===== src/rtl/ebcc_pkg.sv =====
// Package for the external bus cycle configuration block
package ebcc_pkg;
    // Register indices; byte address is four times the index
    localparam logic [15:0] IDX_STRAP_STATUS = 16'hF108;
    localparam logic [15:0] IDX_CFG_0 = 16'hFF0C;
    localparam logic [15:0] IDX_CFG_1 = 16'hFF14;
    localparam logic [15:0] IDX_CFG_2 = 16'hFF16;
    localparam logic [15:0] IDX_CFG_3 = 16'hFF18;
    localparam logic [15:0] IDX_CFG_4 = 16'hFF1A;
    localparam int NUM_REGIONS = 5;
    // Field layout and reset values
    localparam logic [15:0] CFG_WRITE_MASK = 16'hF6FF;
    localparam logic [15:0] CFG_RESET = 16'h0000;
    localparam int STRAP_LO = 8;
    localparam int STRAP_HI = 15;
    localparam int STRAP_BUS_TYPE_FIELD_LO = 16;
    localparam int STRAP_BUS_TYPE_FIELD_HI = 17;
    localparam logic [3:0] WAIT_MAX = 4'hF;
    // Half clock unit is one core clock at 200 MHz
    localparam int CORE_CLK_MHZ = 200;
    localparam int HALF_CLOCK_NS = 5;
    localparam int HALF_CLOCK_CYC = (HALF_CLOCK_NS * CORE_CLK_MHZ + 999) / 1000;
    // Bus type codes
    localparam logic [1:0] BT_8_DEMUX = 2'h0;
    localparam logic [1:0] BT_8_MUX = 2'h1;
    localparam logic [1:0] BT_16_DEMUX = 2'h2;
    localparam logic [1:0] BT_16_MUX = 2'h3;
    // Select line and segment line enables
    localparam logic [4:0] CS_EN_3 = 5'h07;
    localparam logic [4:0] CS_EN_2 = 5'h03;
    localparam logic [4:0] CS_EN_0 = 5'h00;
    localparam logic [4:0] CS_EN_5 = 5'h1F;
    localparam logic [7:0] SEG_EN_4 = 8'h0F;
    localparam logic [7:0] SEG_EN_0 = 8'h00;
    localparam logic [7:0] SEG_EN_8 = 8'hFF;
    localparam logic [7:0] SEG_EN_2 = 8'h03;

    typedef struct packed {
        logic sel_on_write;
        logic sel_on_read;
        logic handshake_polarity;
        logic handshake_enable;
        logic rsv11;
        logic window_enable;
        logic latch_stretch;
        logic rsv8;
        logic [1:0] bus_type;
        logic tristate_wait;
        logic command_delay;
        logic [3:0] cycle_wait;
    } ebcc_cfg_t;

    typedef struct packed {
        logic [2:0] clock_ratio;
        logic [1:0] segment_lines;
        logic [1:0] select_lines;
        logic write_pin_config;
    } ebcc_strap_t;

    typedef enum logic [5:0] {
        ST_IDLE = 6'b000001,
        ST_ALE = 6'b000010,
        ST_DLY = 6'b000100,
        ST_CMD = 6'b001000,
        ST_TRI = 6'b010000,
        ST_DONE = 6'b100000
    } ebcc_state_t;
endpackage


===== src/rtl/ebcc_top.sv =====
// External bus cycle configuration and cycle shaping logic
`timescale 1ns/1ps
module ebcc_top
    import ebcc_pkg::*;
#(
    parameter int ADDR_W = 24
) (
    // Clock and reset
    input wire logic core_clk,
    input wire logic sys_rst,
    // APB slave
    input wire logic psel,
    input wire logic penable,
    input wire logic pwrite,
    input wire logic [19:0] paddr,
    input wire logic [31:0] pwdata,
    output logic [31:0] prdata,
    output logic pready,
    output logic pslverr,
    // Straps
    input wire logic [17:0] strap_port,
    input wire logic external_access_strap,
    // Cycle request
    input wire logic req_valid,
    output logic req_ready,
    input wire logic [2:0] req_region,
    input wire logic req_write,
    input wire logic [1:0] req_byte_en,
    input wire logic [ADDR_W-1:0] req_addr,
    input wire logic [15:0] req_wdata,
    // Cycle response
    output logic rsp_valid,
    output logic rsp_err,
    output logic [15:0] rsp_rdata,
    // External bus pins
    output logic ale_o,
    output logic rd_n_o,
    output logic wr_n_o,
    output logic bhe_n_o,
    output logic [4:0] cs_n_o,
    output logic [ADDR_W-1:0] addr_o,
    output logic [15:0] ad_o,
    output logic ad_oe_o,
    input wire logic [15:0] ad_i,
    input wire logic ready_i
);
    if (ADDR_W != 24) begin : g_check
        $error("ebcc_top: ADDR_W must be 24");
    end

    ebcc_cfg_t cfg_q [NUM_REGIONS];
    ebcc_strap_t strap_q;
    logic init_q;
    ebcc_state_t state_q;
    ebcc_state_t state_d;
    logic [2:0] region_q;
    logic wr_q;
    logic [1:0] be_q;
    logic [ADDR_W-1:0] addr_q;
    logic [15:0] wdata_q;
    logic ale_cnt_q;
    logic [3:0] wait_cnt_q;
    logic [15:0] rdata_q;
    logic err_q;

    // APB decode
    wire logic apb_access = psel & penable;
    wire logic apb_wr = apb_access & pwrite;
    wire logic hit_strap = paddr == {2'b00, IDX_STRAP_STATUS, 2'b00};
    wire logic [4:0] hit_cfg;
    assign hit_cfg[0] = paddr == {2'b00, IDX_CFG_0, 2'b00};
    assign hit_cfg[1] = paddr == {2'b00, IDX_CFG_1, 2'b00};
    assign hit_cfg[2] = paddr == {2'b00, IDX_CFG_2, 2'b00};
    assign hit_cfg[3] = paddr == {2'b00, IDX_CFG_3, 2'b00};
    assign hit_cfg[4] = paddr == {2'b00, IDX_CFG_4, 2'b00};
    wire logic hit_any = hit_strap | (|hit_cfg);
    wire logic [15:0] cfg_rd =
        ({16{hit_cfg[0]}} & cfg_q[0]) | ({16{hit_cfg[1]}} & cfg_q[1]) |
        ({16{hit_cfg[2]}} & cfg_q[2]) | ({16{hit_cfg[3]}} & cfg_q[3]) |
        ({16{hit_cfg[4]}} & cfg_q[4]);
    wire logic [15:0] strap_rd = hit_strap ? {8'h00, strap_q} : 16'h0000;
    assign prdata = {16'h0000, cfg_rd | strap_rd};
    assign pready = 1'b1;
    // Unmapped addresses and writes to the strap register are errors
    assign pslverr = apb_access & (~hit_any | (pwrite & hit_strap));

    // Strap capture one edge after reset release
    wire ebcc_cfg_t cfg0_init = '{
        window_enable: ~external_access_strap,
        latch_stretch: ~external_access_strap,
        bus_type: external_access_strap ? 2'h0 : strap_port[STRAP_BUS_TYPE_FIELD_HI:STRAP_BUS_TYPE_FIELD_LO],
        default: 1'b0
    };

    always_ff @(posedge core_clk or posedge sys_rst) begin
        if (sys_rst) begin
            init_q <= 1'b1;
            strap_q <= '0;
        end else begin
            init_q <= 1'b0;
            if (init_q) begin
                strap_q <= strap_port[STRAP_HI:STRAP_LO];
            end
        end
    end

    for (genvar i = 0; i < NUM_REGIONS; i++) begin : g_cfg
        always_ff @(posedge core_clk or posedge sys_rst) begin
            if (sys_rst) begin
                cfg_q[i] <= CFG_RESET;
            end else if (init_q && i == 0) begin
                cfg_q[i] <= cfg0_init;
            end else if (apb_wr && hit_cfg[i]) begin
                cfg_q[i] <= pwdata[15:0] & CFG_WRITE_MASK;
            end
        end
    end

    // Cycle engine
    wire logic region_ok = req_region < 3'(NUM_REGIONS);
    wire ebcc_cfg_t req_cfg = region_ok ? cfg_q[req_region] : CFG_RESET;
    wire ebcc_cfg_t cur_cfg = cfg_q[region_q];
    wire logic bus16 = cur_cfg.bus_type[1];
    wire logic muxed = cur_cfg.bus_type[0];
    wire logic ready_hit = ready_i == cur_cfg.handshake_polarity;
    wire logic cmd_end = cur_cfg.handshake_enable ? ready_hit : (wait_cnt_q == 4'h0);
    wire logic take = (state_q == ST_IDLE) & req_valid;
    wire logic refuse = ~region_ok | ~req_cfg.window_enable;

    always_comb begin
        state_d = state_q;
        unique case (state_q)
            ST_IDLE: begin
                if (req_valid) begin
                    state_d = refuse ? ST_DONE : ST_ALE;
                end
            end
            ST_ALE: begin
                if (!ale_cnt_q) begin
                    state_d = cur_cfg.command_delay ? ST_CMD : ST_DLY;
                end
            end
            ST_DLY: state_d = ST_CMD;
            ST_CMD: begin
                if (cmd_end) begin
                    state_d = cur_cfg.tristate_wait ? ST_DONE : ST_TRI;
                end
            end
            ST_TRI: state_d = ST_DONE;
            ST_DONE: state_d = ST_IDLE;
        endcase
    end

    always_ff @(posedge core_clk or posedge sys_rst) begin
        if (sys_rst) begin
            state_q <= ST_IDLE;
        end else begin
            state_q <= state_d;
        end
    end

    always_ff @(posedge core_clk or posedge sys_rst) begin
        if (sys_rst) begin
            region_q <= 3'h0;
            wr_q <= 1'b0;
            be_q <= 2'h0;
            addr_q <= '0;
            wdata_q <= 16'h0000;
            err_q <= 1'b0;
        end else if (take) begin
            region_q <= region_ok ? req_region : 3'h0;
            wr_q <= req_write;
            be_q <= req_byte_en;
            addr_q <= req_addr;
            wdata_q <= req_wdata;
            err_q <= refuse;
        end
    end

    always_ff @(posedge core_clk or posedge sys_rst) begin
        if (sys_rst) begin
            ale_cnt_q <= 1'b0;
            wait_cnt_q <= 4'h0;
            rdata_q <= 16'h0000;
        end else begin
            if (take) begin
                ale_cnt_q <= req_cfg.latch_stretch;
            end else if (state_q == ST_ALE) begin
                ale_cnt_q <= 1'b0;
            end
            if (state_q == ST_ALE) begin
                wait_cnt_q <= WAIT_MAX - cur_cfg.cycle_wait;
            end else if (state_q == ST_CMD && wait_cnt_q != 4'h0) begin
                wait_cnt_q <= wait_cnt_q - 4'h1;
            end
            if (state_q == ST_CMD && cmd_end && !wr_q) begin
                rdata_q <= bus16 ? ad_i : {8'h00, ad_i[7:0]};
            end
        end
    end

    assign req_ready = state_q == ST_IDLE;
    assign rsp_valid = state_q == ST_DONE;
    assign rsp_err = err_q;
    assign rsp_rdata = rdata_q;

    // Pin shaping
    wire logic busy = (state_q != ST_IDLE) & (state_q != ST_DONE);
    wire logic cmd_on = state_q == ST_CMD;
    wire logic split_wr = ~strap_q.write_pin_config;
    wire logic cs_gated = wr_q ? cur_cfg.sel_on_write : cur_cfg.sel_on_read;
    wire logic cs_act = cs_gated ? cmd_on : busy;
    wire logic [4:0] cs_lines =
        (strap_q.select_lines == 2'h0) ? CS_EN_3 :
        (strap_q.select_lines == 2'h1) ? CS_EN_2 :
        (strap_q.select_lines == 2'h2) ? CS_EN_0 : CS_EN_5;
    wire logic [7:0] seg_lines =
        (strap_q.segment_lines == 2'h0) ? SEG_EN_4 :
        (strap_q.segment_lines == 2'h1) ? SEG_EN_0 :
        (strap_q.segment_lines == 2'h2) ? SEG_EN_8 : SEG_EN_2;
    wire logic [4:0] region_hot = 5'h01 << region_q;

    assign ale_o = state_q == ST_ALE;
    assign rd_n_o = ~(cmd_on & ~wr_q);
    assign wr_n_o = split_wr ? ~(cmd_on & wr_q & be_q[0]) : ~(cmd_on & wr_q);
    assign bhe_n_o = split_wr ? ~(cmd_on & wr_q & be_q[1] & bus16) : ~(busy & be_q[1] & bus16);
    assign cs_n_o = ~({5{cs_act}} & region_hot & cs_lines);
    assign addr_o = {addr_q[23:16] & seg_lines, addr_q[15:0]};
    assign ad_o = (muxed && state_q == ST_ALE) ? addr_q[15:0] :
        (bus16 ? wdata_q : {8'h00, wdata_q[7:0]});
    assign ad_oe_o = (muxed & (state_q == ST_ALE)) | (wr_q & (state_q == ST_DLY | cmd_on));
endmodule


===== config.mk =====
export PLATFORM = sky130hd
export DESIGN_NAME = ebcc_top
export DESIGN_NICKNAME = d
export VERILOG_FILES = /design/src/rtl/ebcc_pkg.sv /design/src/rtl/ebcc_top.sv
export SDC_FILE = /design/constraint.sdc
export NUM_CORES = 1
export LEC_CHECK = 0
export ABC_AREA = 1
export BUFFER_PORTS_ARGS = -buffer_cell sky130_fd_sc_hd__clkbuf_2
export CORE_ASPECT_RATIO = 0.7
export CORE_MARGIN = 5
export CORE_UTILIZATION = 47
export CTS_CLUSTER_SIZE = 12
export DETAILED_ROUTE_END_ITERATION = 8
export PLACE_DENSITY = 0.78
export SLEW_MARGIN = 10
export SYNTH_ARGS = -nofsm -noshare
export SYNTH_HDL_FRONTEND = slang
export SYNTH_SLANG_ARGS = --single-unit

===== constraint.sdc =====
create_clock -name core_clk -period 4.4 [get_ports core_clk]
set_input_delay 0.22 -clock core_clk [delete_from_list [all_inputs] [get_ports core_clk]]
set_output_delay 0.22 -clock core_clk [all_outputs]
set_load 0.1 [all_outputs]

==> metrics.md <==
| Metric | Value |
|---|---|
| Vias in the first global route | `approximately 7700` |
| Total Nets Final | `between 1000 and 1500` |
| GR Overflow Total | `0` |
| Total CTS buffers | `17` |
| # IOs | `about 240` |
| Reg area | `between 3000 and 4000 sq um` |
| Gp weighted congestion | `between 0.9 and 1` |
| CP delay by family, top | `compound AO/OA/AOI/OAI gates` |
| Combinational power share | `approximately 46%` |
| Maximum vdd drop | `568 uV` |
| M3 GR Usage | `under 10%` |
| Syn Inst Count | `between 1000 and 1500` |
| Crit path capture type | `output pin` |
| Hold Worst Slack | `0.00801 ns` |
| Detailed Route WL | `~25000 um` |
| Commonest cells post-synth | `395 x nand2_1, 151 x dfrtp_1, 115 x inv_1` |
| Status | `completed` |
| Switching share of total power | `between 50% and 60%` |
| Initial antenna violation count | `0` |
| Post-synth EDFFs | `0` |
| Asr flop ratio synth | `100%` |
| Core area | `17100 sq um` |
| Startpoint types | `flop` |
| FF-to-FF Start | `state_q[0]$_DFFE_PP1P_` |
| Multi-input gate area | `roughly 3500 sq um` |
| Tot GR Track Use | `24.3%` |
| Total clock sinks | `approximately 150` |
| CP Class | `flop to output pin` |
| Power share of the clock group | `23.9%` |
| Pwr dens | `approximately 600 nW/um^2` |
| Worst-path cell with the longest stage delay | `a21o_1` |
| Final hold vios | `0` |
| Mapped Area | `~8200 sq um` |
| Final min period | `between 3 and 4 ns` |
| Yosys top cell area share | `a little under half` |
| Sum of negative setup slack | `0 ns` |
| Largest stage delay, worst path | `roughly 0.53 ns` |
| Starting Density | `47.7%` |
| DIE AREA | `20200 sq um` |
| Hold_sp | `req_addr[21]` |
| Synth unique cells | `43` |
| Die X | `168 um` |
| Critical path launch point | `region_q[1]$_DFFE_PP0P_` |
| FF+latch count, synth | `153` |
| # fillers | `roughly 1500` |
| CTS tree | `yes` |
| Detailed Place HPWL | `17300 um` |
| Drt initial violations | `just over 800` |
| Die height | `between 100 and 150 um` |
| Total number of vias | `between 7000 and 8000` |
| Via density | `5.10` |
| Avg Inst Size Synth | `7.38 sq um` |
| Diodes inserted | `0` |
| Sequential power share | `a little over 30%` |
| IO buf count | `roughly 200` |
| Worst EP arrival | `around 3.2 ns` |
| Worst EP required | `~4.2 ns` |
| Final period util | `78.0%` |
| Dominant cells by area after synthesis | `dfrtp_1 46%, nand2_1 18%, o21ai_0 6.9%, inv_1 5.3%, nor2_1 3.7%` |
| Synth Warn # | `0` |
| Main synth FF type | `dfrtp_1` |
| CTS clock-pin slew for the worst setup and hold paths | `about 0.070 ns` |
| Peak Freq | `approximately 300 MHz` |
| Per-cell routed wire length | `15.9 um` |
| Hold Crit Class | `input pin to flop` |
| Leakage | `about 5.4 nW` |
| CTS Root Cell | `clkbuf_16` |
| Worst-Margin Slew | `between 1 and 1.5 ns` |
| Top-count cell post-synth | `nand2_1` |
| Internal power | `3.01 mW` |
| Final Max Tran Viols | `0` |
| RSZ-0062 raised after global routing | `no` |
| Setup WS pre-CTS | `1.50 ns` |
| Most Crowded Layer GR | `met2` |
| DRT Pass-1 Iters | `5` |
| Clk Latency, worst-skew pair | `about 0.43 ns` |
| CP bufs+invs | `2` |
| Max-cap check violation count | `0` |
| Met1 global-route usage | `about a third` |
| DRT antenna net count | `0` |
| Residual DRC | `0` |
| Clk buf depth | `2` |
| Critical path peak fanout | `17` |
| Net Sw Power | `approximately 3.1 mW` |
| Area Growth Syn to Fin | `23.4%` |
| Cell Chain, Critical Path | `nand2_1, inv_1, a22oi_1, a21oi_1, a21o_1, nand2_4, o21ai_1, clkbuf_2` |
| Slew Limit Headroom | `about a third` |
| Share of cells above drive strength 1 | `20.3%` |
| Std-Cell Rows | `40` |
| Post-synth top area cell | `dfrtp_1` |
| Met2 Track Usage GR | `a little under two fifths` |
| Largest net degree at the start of global routing | `81` |
| Setup Skew | `around 0.0084 ns` |
| Sequential element share of the synthesized area | `a little under half` |
| Final setup fails | `0` |
| H-tree Lvls | `4` |
| First-pass GRT wire length | `roughly 40000 um` |
| Final worst slack | `around 0.97 ns` |
==> worst paths after layout <==
| check | end | slack, ns | cells after the start |
|---|---|---|---|
| max | ad_oe_o | 0.97 | 8 |
| min | addr_q[21]$_DFFE_PP0P_ | 0.008 | 3 |
| max reg2reg | region_q[0]$_DFFE_PP0P_ | 2.06 | 8 |
| min reg2reg | rsp_rdata[7]$_DFFE_PP0P_ | 0.48 | 2 |
| max in group asynchronous | init_q$_DFF_PP1_ | 2.93 | 4 |
| min in group asynchronous | addr_q[3]$_DFFE_PP0P_ | 0.48 | 3 |
==> layout by cell type, fill, tap and decap left out, types with 21 or more instances in the layout <==
| cell type | instances |
|---|---|
| nand3_1 | 58 |
| clkbuf_2 | 197 |
| nand4_1 | 24 |
| dlygate4sd3_1 | 41 |
| inv_1 | 113 |
| nand2_1 | 395 |
| o21ai_0 | 112 |
| dfrtp_1 | 151 |
| a21oi_1 | 21 |
| nor2_1 | 80 |
==> worst register-to-register path: stages (launching register included) <==
cell and delay [ns]:
dfstp_2 0.53, inv_1 0.05, nor3_1 0.17, nand2_1 0.11, inv_1 0.09, nand2_1 0.08
inv_2 0.74, nand3_1 0.31, o21ai_0 0.15
==> routing by layer <==
layer	routed length [um]	vias to the layer above
li1	-	3869
met1	10900	3673
met2	10600	360
met3	2740	36
met4	491	0
met5	0	-
==> cells by family (layout without fill, tap and decap cells) <==
kind of cell	count (synthesis)	count (layout)	share of synthesized area, %
adders and majority gates	3	3	0.459
buffers and inverters	198	398	11.5
AOI/OAI and AO/OA	167	167	11.0
DFF	153	153	46.9
and+or+nand+nor	585	585	30.1
other	2	20	0.0919
==> state kept, by name, indices dropped and copies added (netlist names), 2 cells and up <==
name,flops
rsp_rdata,16
strap_q,8
be_q,2
wdata_q,16
state_q,6
addr_q,24
cfg_q,70
region_q,3
wait_cnt_q,4
==> area by class of cell <==
cell class / count / share of cell area (%)
Sequential cell: 153 / 38.0
Multi-Input combinational cell: 775 / 34.4
Timing Repair Buffer: 246 / 14.4
Clock buffer: 20 / 4.63
Inverter: 120 / 4.52
Tap cell: 231 / 2.87
Clock inverter: 12 / 1.17
==> stage by stage <==
stage               utilization, %  power (mW)  area, sq um  cells
floorplan                        -        4.19         8240   1126
global placement              53.1        4.55         9090   1484
detailed placement            53.1        4.59         9090   1484
CTS                           58.9        6.06        10100   1557
global route                  58.9        6.34        10100   1557
finish                        58.9        6.07        10100   1557
==> power groups by stage <==
stage                     clock, mW  combinational (mW)  sequential (mW)
after floorplan                   0                2.21             1.98
after global placement            0                2.69             1.86
after detailed placement          0                2.72             1.87
after CTS                      1.46                2.76             1.85
after global routing           1.52                2.94             1.88
final                          1.45                2.77             1.85
==> timing repair <==
action,4_1_cts,5_1_grt
endpoints found under the hold margin,117,0
hold buffers,41,0
buffers inserted,0,0
resized for setup,0,0
No activity file was read; power rests on OpenSTA's default activity.
